## src/lms_pkg.sv

```systemverilog
package lms_pkg;

  // ----------------------------------------
  // Opcodes handled by this datapath slice
  // ----------------------------------------
  localparam logic [7:0] OP_MULTIPLY_PAIR = 8'hF4;
  localparam logic [7:0] OP_OR_FIRST      = 8'h42;
  localparam logic [7:0] OP_OR_LAST       = 8'h47;
  localparam logic [7:0] OP_OR_EXT_FIRST  = 8'h48;
  localparam logic [7:0] OP_OR_EXT_LAST   = 8'h49;
  localparam logic [7:0] OP_XOR_FIRST     = 8'hB2;
  localparam logic [7:0] OP_XOR_LAST      = 8'hB7;
  localparam logic [7:0] OP_XOR_EXT_FIRST = 8'hB8;
  localparam logic [7:0] OP_XOR_EXT_LAST  = 8'hB9;
  localparam logic [7:0] OP_POP_DIRECT    = 8'h50;
  localparam logic [7:0] OP_POP_INDIRECT  = 8'h51;

  // ----------------------------------------
  // Flag byte layout: C Z S V D H
  // ----------------------------------------
  localparam int FLAG_C = 7;
  localparam int FLAG_Z = 6;
  localparam int FLAG_S = 5;
  localparam int FLAG_V = 4;
  localparam int FLAG_D = 3;
  localparam int FLAG_H = 2;

  // ----------------------------------------
  // Reset values
  // ----------------------------------------
  localparam logic [7:0]  FLAGS_RESET = 8'h00;
  localparam logic [15:0] WORD_RESET  = 16'h0000;
  localparam logic [11:0] SP_RESET    = 12'h000;

  typedef enum logic [1:0] {
    LMS_OP_NONE = 2'b00,
    LMS_OP_MUL  = 2'b01,
    LMS_OP_LOG  = 2'b10,
    LMS_OP_POP  = 2'b11
  } lms_op_e;

endpackage : lms_pkg

```

## src/lms_exec.sv

```systemverilog
`timescale 1ns/100ps
module lms_exec
  import lms_pkg::*;
(
  // Clock and reset
  input  wire logic        clk,
  input  wire logic        sys_rst,
  // Instruction issue from the decoder
  input  wire logic        issueValid,
  input  wire logic [7:0]  opcode,
  input  wire logic [15:0] dstValue,
  input  wire logic [7:0]  srcValue,
  input  wire logic [7:0]  stackData,
  // Flags as seen before this instruction
  input  wire logic [7:0]  flagsIn,
  // Results to register file, flags register and stack pointer
  output logic             resultValid,
  output logic             resultWide,
  output logic [15:0]      resultData,
  output logic [7:0]       flagsOut,
  output logic [11:0]      stackPtr,
  output logic             stackPopped
);

  typedef struct packed {
    logic        valid;
    logic        wide;
    logic [15:0] data;
    logic [7:0]  flags;
    logic [11:0] sp;
    logic        popped;
  } lms_state_s;

  lms_state_s stateReg;
  lms_state_s stateNext;

  // ----------------------------------------
  // Decode
  // ----------------------------------------
  function automatic logic inRange(input logic [7:0] op, input logic [7:0] lo,
                                   input logic [7:0] hi);
    return (op >= lo) && (op <= hi);
  endfunction : inRange

  logic    isOr;
  logic    isXor;
  lms_op_e opKind;
  logic [7:0] logicResult;

  always_comb begin
    isOr  = inRange(opcode, OP_OR_FIRST, OP_OR_LAST)
         || inRange(opcode, OP_OR_EXT_FIRST, OP_OR_EXT_LAST);
    isXor = inRange(opcode, OP_XOR_FIRST, OP_XOR_LAST)
         || inRange(opcode, OP_XOR_EXT_FIRST, OP_XOR_EXT_LAST);
    if (!issueValid) begin
      opKind = LMS_OP_NONE;
    end else if (opcode == OP_MULTIPLY_PAIR) begin
      opKind = LMS_OP_MUL;
    end else if (isOr || isXor) begin
      opKind = LMS_OP_LOG;
    end else if (opcode == OP_POP_DIRECT || opcode == OP_POP_INDIRECT) begin
      opKind = LMS_OP_POP;
    end else begin
      opKind = LMS_OP_NONE;
    end
    logicResult = isOr ? (dstValue[7:0] | srcValue)
                       : (dstValue[7:0] ^ srcValue);
  end

  // ----------------------------------------
  // Next state
  // ----------------------------------------
  always_comb begin
    stateNext        = stateReg;
    stateNext.valid  = 1'b0;
    stateNext.popped = 1'b0;
    // Flags pass through so an unrelated instruction never disturbs them
    stateNext.flags  = flagsIn;
    case (opKind)
      LMS_OP_MUL: begin
        stateNext.valid = 1'b1;
        stateNext.wide  = 1'b1;
        // Operands widened first so the product keeps its upper byte
        stateNext.data  = 16'(dstValue[15:8]) * 16'(dstValue[7:0]);
      end
      LMS_OP_LOG: begin
        stateNext.valid = 1'b1;
        stateNext.wide  = 1'b0;
        stateNext.data  = {8'h00, logicResult};
        // C, D and H keep the incoming value
        stateNext.flags[FLAG_Z] = (logicResult == 8'h00);
        stateNext.flags[FLAG_S] = logicResult[7];
        stateNext.flags[FLAG_V] = 1'b0;
      end
      LMS_OP_POP: begin
        stateNext.valid  = 1'b1;
        stateNext.wide   = 1'b0;
        stateNext.data   = {8'h00, stackData};
        // Pointer wraps silently; stack depth is left to software
        stateNext.sp     = stateReg.sp + 12'h001;
        stateNext.popped = 1'b1;
      end
      default: begin
        stateNext.valid = 1'b0;
      end
    endcase
  end

  // ----------------------------------------
  // State register
  // ----------------------------------------
  // Reset loads constants only, so the asynchronous path carries no logic
  always_ff @(posedge clk or posedge sys_rst) begin
    if (sys_rst) begin
      stateReg <= '{valid: 1'b0, wide: 1'b0, data: WORD_RESET, flags: FLAGS_RESET,
                    sp: SP_RESET, popped: 1'b0};
    end else begin
      stateReg <= stateNext;
    end
  end

  // ----------------------------------------
  // Outputs
  // ----------------------------------------
  assign resultValid = stateReg.valid;
  assign resultWide  = stateReg.wide;
  assign resultData  = stateReg.data;
  assign flagsOut    = stateReg.flags;
  assign stackPtr    = stateReg.sp;
  assign stackPopped = stateReg.popped;
endmodule : lms_exec

```

## config.mk

```make
export PLATFORM = sky130hd
export DESIGN_NAME = lms_exec
export DESIGN_NICKNAME = d
export VERILOG_FILES = /design/src/lms_pkg.sv /design/src/lms_exec.sv
export SDC_FILE = /design/constraint.sdc
export NUM_CORES = 1
export LEC_CHECK = 0
export BUFFER_PORTS_ARGS = -buffer_cell sky130_fd_sc_hd__buf_2
export CAP_MARGIN = 20
export CORE_MARGIN = 3
export CORE_UTILIZATION = 35
export DETAILED_ROUTE_END_ITERATION = 8
export SLEW_MARGIN = 0
export SYNTH_ARGS = -nofsm -noshare
export SYNTH_HDL_FRONTEND = slang
export SYNTH_SLANG_ARGS = --single-unit
```

## constraint.sdc

```tcl
create_clock -name clk -period 1.9 [get_ports clk]
set_clock_uncertainty 0.1 [all_clocks]
set_input_delay 0.285 -clock clk [delete_from_list [all_inputs] [get_ports clk]]
set_output_delay 0.285 -clock clk [all_outputs]
set_load 0.05 [all_outputs]
```

==> results.md, run 1 <==
* Mapped Area at 4237 µm²
* Residual DRC count at 0
* Placer Congestion at 0.8239
* Skew-Pair Late Insertion Delay at 0.28 ns
* Count of cell types in the netlist at 55
* Hold Slack at 0.009258 ns
* Slowest CP cell: fa_1
* Die W at 116.0 µm
* Cell mode on critical path: fa_1
* Final Hold Vio Count at 0
* Largest cells by area after synthesis: dfrtp_1 23%, fa_1 17%, ha_1 13%, and2_1 7.8%, inv_1 6.7%
* Layout cells sized above 1 at 42.36%
* Top_reg_cell synth: dfrtp_1
* Syn-to-layout area delta at 42.97%
* Reg2Reg Setup Slack at 0.13 ns
* Grt total ovfl at 0
* # IOs at 90
* CTS tree: yes
* Worst Max-Slew Pin Slew at 0.5004 ns
* Met1 WL at 4766 µm
* Synth warnings at 0
* Drt first-iter violations at 105
* Rel. slew slack at 66.64%
* Simple-gate share of the synthesized area at 17.99%
* WL final at 11130 µm
* Clock Sinks at 39
* Final Cell Area at 6057 µm²
* Count of flip-flops with a built-in enable after synthesis at 0
* Register area share after synthesis at 23.04%
* Final setup margin at -1.898 ns
* #FFs+latches synth at 39
* Routed wire per std cell at 14.94 µm
* Via count at 3581
* Starting Density at 36.48%
* Worst EP arrival at 3.84 ns
* Power per Cell Area at 930.6 nW/µm²
* WS Path Type: primary input to register
* Lkg Pwr at 3.164 nW
* Max_cap viols at 0
* Die ar. at 13460 µm²
* FMAX at 263.3 MHz
* Mapped Cells at 440
* Vias in the first global route at 3925
* Wire length on met3 at 593 µm
* Global Route Usage Sum at 17.67%
* Port bufs at 89
* Mux cell area share after synthesis at 7.944%
* Syn_nets at 572
* Final setup viols at 13
* WP data required at 1.94 ns
* RSZ-0062 raised after global routing: true
* Via density per instance at 4.807
* Final #Nets at 733
* Status: finished, violations left
* Fill count at 1053
* Hold crit path type: primary input to async pin
* Largest net degree at the start of global routing at 40
* Largest family of logic cells by synthesized area: adder cells
* CTS Buf Count at 5
* Die height at 116.0 µm
* Failing checks: negative setup slack
* DP Area at 5470 µm²
* Drt first pass iters at 4
* Met2 Wirelength at 5622 µm
* Peak VDD IR at 0.5798 mV
* Synth Area in Compound Gates at 9.333%
* Adder-cell share of the synthesized area at 30.30%
* Post-layout util at 52.15%
* H-tree depth at 2
* Row count at 39
* Uppermost layer routed: met4
* Initial antenna violation count at 0
* Minimum clock period at 3.798 ns
* Ys async rst share at 100.0%
* Commonest non-fill, non-tap cell in the layout: buf_2
* Ant. Diodes at 0
* Crit end category: register
* Clk pin slew, worst setup/hold paths at 0.06 ns
* Design Power at 5.637 mW
* Pins Over Slew Limit at 0
* Total negative slack at -20.15 ns
* Commonest non-fill, non-tap cells in the layout: 76 x buf_2, 65 x inv_1, 55 x buf_4
* Clock Path Buffers at 2
* Antenna Violating Nets Remaining at 0
* Leading area contributor after synthesis: dfrtp_1
* Core area at 11610 µm²
* Synth top area share at 23.04%
* HPWL Detailed at 9347 µm
* Critical-path cell list: buf_12 > and2_4 > fa_2 > fa_1 > fa_1 > inv_2 > fa_1 > inv_2 > ha_4 > buf_4 > buf_6 > a21oi_4 > o211ai_1 > nand2_1 > a311oi_1 > a2111oi_4
* CP Launch Type: primary input
* Clk Tree Root Cell: clkbuf_16
* Synth Area in XOR/XNOR at 3.308%
* Largest stage delay on the critical path at 0.57 ns
* Mapped Avg Cell Area at 9.629 µm²
* First-pass GRT wire length at 18970 µm
* Period utilization at 199.9%
* CP max FO at 6
==> what timing repair did <==
action | 4_1_cts | 5_1_grt
endpoints found under the setup margin | 13 | 13
endpoints found under the hold margin | 1 | 0
resized for setup | 71 | 20
pin swaps | 32 | 18
hold buffers | 1 | 0
gates cloned | 0 | 0
buffers inserted | 5 | 3
==> cell families after synthesis <==
kind of cell               Yosys count
xor gates and xnor gates            16
adders and majority gates           81
buffers and inverters               83
DFF                                 39
muxes                               32
and+or+nand+nor                    133
AOI/OAI and AO/OA                   56
==> path summary, 6_finish.rpt <==
check                           cells after the start                          to               startpoint
worst max register to register                      5    stackPtr[11]$_DFFE_PP0P_  stackPtr[2]$_DFFE_PP0P_
worst min-delay path                                3       flagsOut[1]$_DFF_PP0_                  sys_rst
worst min register to register                      1     stackPtr[4]$_DFFE_PP0P_  stackPtr[4]$_DFFE_PP0P_
worst max-delay path                               16  resultData[14]$_DFFE_PP0P_             dstValue[12]
max in group asynchronous                           3     stackPtr[2]$_DFFE_PP0P_                  sys_rst
min in group clk                                    1       flagsOut[1]$_DFF_PP0_               flagsIn[1]
==> critical path, delay by kind of cell <==
kind	cells	cell delay, ns
AO/OA/AOI/OAI	4	0.68
adder cells (fa/ha/maj)	5	2.20
buffers and inverters	5	0.40
AND/OR/NAND/NOR	2	0.27
==> registers in the layout (all words and copies together) (netlist names) <==
name	count
stackPopped	1
resultData	16
stackPtr	12
resultWide	1
resultValid	1
flagsOut	8
==> power breakdown <==
| group | total (mW) | switching, mW | internal (mW) |
|---|---|---|---|
| sequential | 1.01 | 0.0649 | 0.949 |
| clock | 0.881 | 0.324 | 0.558 |
| combinational | 3.74 | 1.97 | 1.77 |
| total | 5.64 | 2.36 | 3.28 |
==> metrics by stage <==
stage | setup slack [ns] | instances
floorplan | -1.908 | 440
global placement | -2.260 | 728
detailed placement | -2.296 | 728
CTS | -1.861 | 742
global route | -2.076 | 745
finish | -1.898 | 745
==> cells in the mapped netlist, types with 5 or more instances <==
cell type,count
inv_1,76
and2_1,53
ha_1,45
dfrtp_1,39
nand2_1,37
fa_1,36
mux2i_1,28
nor2_1,13
a21oi_1,12
xnor2_1,10
o21ai_0,7
xor2_1,6
o211ai_1,5
or3_1,5
==> layer usage <==
metal	track usage (%)	vias to the layer above
met2	31.68	91
met3	3.185	11
met5	0	-
li1	-	1771
met4	3.790	0
met1	22.22	1708
==> cell type report <==
type	instances	area (µm²)	share of cell area, %
clock inverters	1	7.507	0.1239
flip-flops and latches	39	979.7	16.17
repair buffers	161	1176	19.42
inverters	76	285.3	4.710
clock buffers	7	152.6	2.520
well taps	143	178.9	2.954
multi-input cells	318	3277	54.10
(Power assumes the default switching activity.)
==> run 2, diff against run 1 <==
--- a/config.mk
+++ b/config.mk
@@ -7,9 +7,12 @@
 export LEC_CHECK = 0
 export BUFFER_PORTS_ARGS = -buffer_cell sky130_fd_sc_hd__buf_2
 export CAP_MARGIN = 20
-export CORE_MARGIN = 3
+export CELL_PAD_IN_SITES_DETAIL_PLACEMENT = 0
+export CELL_PAD_IN_SITES_GLOBAL_PLACEMENT = 1
+export CORE_MARGIN = 4
 export CORE_UTILIZATION = 35
 export DETAILED_ROUTE_END_ITERATION = 8
+export PLACE_DENSITY_LB_ADDON = 0.1
 export SLEW_MARGIN = 0
 export SYNTH_ARGS = -nofsm -noshare
 export SYNTH_HDL_FRONTEND = slang
==> results.md, run 2 (synthesis gave the netlist of run 1 again) <==
* Share of total power in combinational logic at 66.6%
* WHS Endpoint: flagsOut[2]$_DFF_PP0_
* Minimum clock period at 3.796 ns
* Switching pwr at 2.302 mW
* Final setup viols at 13
* Worst R2R End: stackPtr[11]$_DFFE_PP0P_
* Row count at 39
* Core area at 11610 µm²
* Power per Cell Area at 910.3 nW/µm²
* CP Launch Type: primary input
* Pins Over Slew Limit at 0
* Global Route Usage Sum at 16.68%
* Antenna Violating Nets Remaining at 0
* Sequential power share at 18.7%
* RSZ-0062 raised after global routing: true
* Layout cells sized above 1 at 39.40%
* Final non-filler cell total at 742
* Hold Slack at 0.01164 ns
* Worst EP arrival at 3.89 ns
* Clock Path Buffers at 2
* CTS tree: yes
* Drt first pass iters at 4
* First-pass GRT wire length at 19220 µm
* Design Power at 5.426 mW
* Residual DRC count at 0
* Commonest non-fill, non-tap cell in the layout: buf_2
* Largest net degree at the start of global routing at 40
* HPWL Detailed at 9352 µm
* Clock Sinks at 39
* CP max FO at 4
* Lkg Pwr at 3.127 nW
* Die W at 118.0 µm
* Syn-to-layout area delta at 40.70%
* Placed insts at 726
* Total negative slack at -20.23 ns
* WS Path Type: primary input to register
* Placer Congestion at 0.8290
* Die ar. at 13930 µm²
* Clk Tree Root Cell: clkbuf_16
* CTS Buf Count at 5
* Final #Nets at 730
* R2R depth at 5
* Ant. Diodes at 0
* Final Cell Area at 5961 µm²
* Status: finished, violations left
* Die height at 118.0 µm
* Starting Density at 36.48%
* Max FFs per register at 16
* Drt first-iter violations at 117
* P_int at 3.124 mW
* Min-Delay Path Depth at 1
* Final setup margin at -1.896 ns
* Clock Power Share at 14.7%
* Commonest non-fill, non-tap cells in the layout: 76 x buf_2, 66 x inv_1, 54 x buf_4
* Worst Max-Slew Pin Slew at 0.4853 ns
* Period utilization at 199.8%
* Final Hold Vio Count at 0
* Max_cap viols at 0
* WP data required at 2.00 ns
* Rel. slew slack at 67.65%
* H-tree depth at 2
* Post-CTS Hold Buffers at 0
* Fill count at 1143
* Peak VDD IR at 0.4394 mV
* Post-layout util at 51.33%
* FF-to-FF Start: stackPtr[2]$_DFFE_PP0P_
* Clk pin slew, worst setup/hold paths at 0.06 ns
* Via count at 3521
* Grt total ovfl at 0
* Reg2Reg Setup Slack at 0.15 ns
* Initial antenna violation count at 0
* WL final at 11060 µm
* Sw Ratio at 42.43%
* Port bufs at 89
* Failing checks: negative setup slack
* Vias in the first global route at 3789
* Min-delay src: flagsIn[2]
* # IOs at 90
* DP Area at 5455 µm²
* Crit end category: register
* FMAX at 263.4 MHz
* Hold crit path type: primary input to register
* Dpl ws at -2.310 ns
* Skew-Pair Late Insertion Delay at 0.28 ns
* Via density per instance at 4.745
* Routed wire per std cell at 14.90 µm
[run 2: cell types whose count changed in the layout (fill, tap and decap cells not counted), moves of 2 or more]
cell      change
and2_1        +9
and2_4        -9
clkbuf_1      +3
ha_1          +3
a21oi_1       +2
buf_6         -2
clkbuf_8      -2
ha_4          -2
[run 2: timing repair]
item                                   CTS  global route
gates cloned                             0             0
pin swaps                               21            21
endpoints found under the hold margin    0             0
gates resized for setup                 54            25
setup endpoints to repair               13            13
setup buffers                            1            10
[run 2: final cells by class]
cell class | count | area, µm² | share of cell area (%)
Multi-Input combinational cell | 318 | 3224 | 54.09
Sequential cell | 39 | 979.7 | 16.44
Timing Repair Buffer | 158 | 1156 | 19.40
Clock buffer | 8 | 136.4 | 2.288
Tap cell | 143 | 178.9 | 3.002
Inverter | 76 | 285.3 | 4.786
[run 2: power by group through the flow]
stage / logic (mW) / registers [mW] / clock network [mW]
after global routing: 4.02 / 1.03 / 0.868
after detailed placement: 3.21 / 1.03 / 0
after floorplan: 1.73 / 1.44 / 0
after CTS: 3.44 / 1.02 / 0.827
after global placement: 3.19 / 1.02 / 0
final: 3.61 / 1.01 / 0.799
[run 2: layer usage]
layer	share of wire (%)	global-route usage, %
met5	0	0
met4	1.0	3.370
met3	6.2	3.988
met2	47	26.73
met1	46	23.04
[run 2: worst max-delay path, stage by stage]
cell      delay, ns
buf_12         0.11
and2_4         0.15
fa_1           0.56
fa_1           0.44
fa_1           0.50
inv_1          0.05
fa_1           0.50
inv_2          0.05
ha_4           0.28
o211a_1        0.18
buf_4          0.13
o31ai_4        0.07
a31o_2         0.23
a21o_1         0.16
a211oi_2       0.20
[run 2: how the worst max path moves through the flow]
| stage | end | slack, ns | startpoint | depth (start not counted) |
|---|---|---|---|---|
| 2_1_floorplan | resultData[14]$_DFFE_PP0P_ | -1.91 | dstValue[2] | 13 |
| 3_3_place_gp | resultData[14]$_DFFE_PP0P_ | -2.25 | dstValue[5] | 15 |
| 3_5_place_dp | resultData[14]$_DFFE_PP0P_ | -2.31 | dstValue[5] | 15 |
| 4_1_cts | resultData[14]$_DFFE_PP0P_ | -1.96 | dstValue[2] | 15 |
| 5_1_grt | resultData[15]$_DFFE_PP0P_ | -2.03 | dstValue[5] | 17 |
| 6_report | resultData[15]$_DFFE_PP0P_ | -1.90 | dstValue[5] | 15 |
==> run 3, diff against run 2 <==
==> constraint.sdc (replaced) <==
create_clock -name clk -period 1.9 [get_ports clk]
set_clock_uncertainty 0.1 [all_clocks]
set_input_delay 0.38 -clock clk [delete_from_list [all_inputs] [get_ports clk]]
set_output_delay 0.38 -clock clk [all_outputs]
set_load 0.05 [all_outputs]
==> results.md, run 3 (synthesis gave the netlist of run 1 again) <==
* Final setup margin at -1.982 ns
* Residual DRC count at 0
* Dpl ws at -2.391 ns
* R2R depth at 5
* Family with the most delay on the worst path: adder cells
* Minimum clock period at 3.882 ns
* Drt first-iter violations at 117
* Hold crit path type: primary input to register
* Worst Setup SP: dstValue[2]
* Rel. slew slack at 66.78%
* H-tree depth at 2
* Power per Cell Area at 924.2 nW/µm²
* Failing checks: negative setup slack
* Buf/Inv on CP at 5
* Slowest CP cell: fa_1
* First-pass GRT wire length at 19390 µm
* CP Launch Type: primary input
* Routed wire per std cell at 14.79 µm
* Critical Path End: resultData[11]$_DFFE_PP0P_
* Final #Nets at 739
* Max FFs per register at 16
* Die W at 118.0 µm
* Final non-filler cell total at 751
* Ant. Diodes at 0
* Grt total ovfl at 0
* Global Route Usage Sum at 16.87%
* CP Depth at 16
* Initial antenna violation count at 0
* Register area at 979.7 µm²
* Clock Path Buffers at 2
* FMAX at 257.6 MHz
* Row count at 39
* Critical-path cell list: buf_12 > buf_6 > and2_4 > fa_2 > fa_1 > fa_1 > inv_2 > fa_1 > inv_2 > ha_4 > buf_6 > o211a_1 > o31a_1 > o211ai_1 > and3b_1 > o32ai_2
* Worst EP arrival at 3.97 ns
* Vias in the first global route at 3970
* Clk Tree Root Cell: clkbuf_16
* WP data required at 1.99 ns
* Reg2Reg Setup Slack at 0.16 ns
* CTS tree: yes
* Starting Density at 36.48%
* Via density per instance at 4.764
* Post-CTS Hold Buffers at 0
* Post-layout util at 52.11%
* # IOs at 90
* Core area at 11610 µm²
* Final Hold Vio Count at 0
* Min-Delay Path Depth at 1
* FF-to-FF Start: stackPtr[2]$_DFFE_PP0P_
* Final setup viols at 13
* Placer Congestion at 0.8415
* Area occupied by multi-input gates at 3241 µm²
* Via count at 3578
* Largest stage delay on the critical path at 0.57 ns
* Cell mode on critical path: fa_1
* Peak VDD IR at 0.5576 mV
* WS Path Type: primary input to register
* Skew-Pair Late Insertion Delay at 0.28 ns
* Port bufs at 89
* Placed insts at 739
* Clock Sinks at 39
* RSZ-0062 raised after global routing: true
* Status: finished, violations left
* Drt first pass iters at 4
* Antenna Violating Nets Remaining at 0
* Commonest non-fill, non-tap cell in the layout: buf_2
* CTS Buf Count at 5
* Worst Max-Slew Pin Slew at 0.4983 ns
* Die height at 118.0 µm
* HPWL Detailed at 9422 µm
* Clk pin slew, worst setup/hold paths at 0.06 ns
* Crit end category: register
* Max_cap viols at 0
* Period utilization at 204.3%
* Layout cells sized above 1 at 41.28%
* Lkg Pwr at 3.190 nW
* Fill count at 1133
* Pins Over Slew Limit at 0
* Worst R2R End: stackPtr[11]$_DFFE_PP0P_
* CP max FO at 5
* Syn-to-layout area delta at 42.85%
* WL final at 11110 µm
* Die ar. at 13930 µm²
* Largest net degree at the start of global routing at 40
* Commonest non-fill, non-tap cells in the layout: 77 x buf_2, 67 x buf_4, 65 x inv_1
-- run 3: changes by cell type in the layout (fill, tap and decap cells not counted), sizes merged --
cell | previous run | this run
clkinv | 0 | 1
bufinv | 0 | 1
buf | 158 | 167
clkbuf | 8 | 6
-- run 3: worst min-delay path by stage --
| stage | startpoint | slack [ns] | endpoint |
|---|---|---|---|
| after floorplan | flagsIn[0] | 0.31 | flagsOut[0]$_DFF_PP0_ |
| after global placement | stackPtr[4]$_DFFE_PP0P_ | 0.36 | stackPtr[4]$_DFFE_PP0P_ |
| after detailed placement | stackPtr[4]$_DFFE_PP0P_ | 0.37 | stackPtr[4]$_DFFE_PP0P_ |
| after CTS | flagsIn[1] | 0.09 | flagsOut[1]$_DFF_PP0_ |
| after global routing | flagsIn[1] | 0.09 | flagsOut[1]$_DFF_PP0_ |
| final | flagsIn[7] | 0.10 | flagsOut[7]$_DFF_PP0_ |
-- run 3: cell type report --
| class | count | area share, % |
|---|---|---|
| Tap cell | 143 | 2.956 |
| Timing Repair Buffer | 167 | 19.72 |
| Multi-Input combinational cell | 318 | 53.55 |
| Clock buffer | 6 | 2.295 |
| Inverter | 76 | 4.714 |
| Clock inverter | 2 | 0.5789 |
| Sequential cell | 39 | 16.19 |
-- run 3: layer usage --
| layer | vias up | share of wire, % | track usage (%) |
|---|---|---|---|
| met5 | - | 0 | 0 |
| met4 | 0 | 1.4 | 4.322 |
| met3 | 8 | 6.9 | 4.709 |
| met2 | 90 | 45 | 27.34 |
| met1 | 1701 | 46 | 22.25 |
| li1 | 1779 | - | - |
-- run 3: power breakdown --
group          internal [mW]  total (mW)  leakage [nW]  switching (mW)
combinational           1.69        3.61          2.61            1.92
clock                  0.652       0.972        0.0868           0.319
sequential             0.949        1.01         0.498          0.0630
-- run 3: stage by stage --
| stage | hold WS (ns) | area (µm²) | power [mW] | setup TNS, ns |
|---|---|---|---|---|
| after global placement | 0.3583 | 5565 | 4.252 | -26.88 |
| final | 0.1022 | 6052 | 5.593 | -21.30 |
| after CTS | 0.09350 | 5923 | 5.513 | -21.94 |
| after floorplan | 0.3114 | 4418 | 3.179 | -19.65 |
| after detailed placement | 0.3667 | 5565 | 4.267 | -27.24 |
| after global routing | 0.08942 | 6052 | 6.083 | -22.85 |
-- run 3: repair_timing --
| item | in CTS | in global routing |
|---|---|---|
| buffers inserted | 3 | 2 |
| setup endpoints to repair | 13 | 14 |
| pin swaps | 21 | 24 |
| gates resized for setup | 46 | 24 |
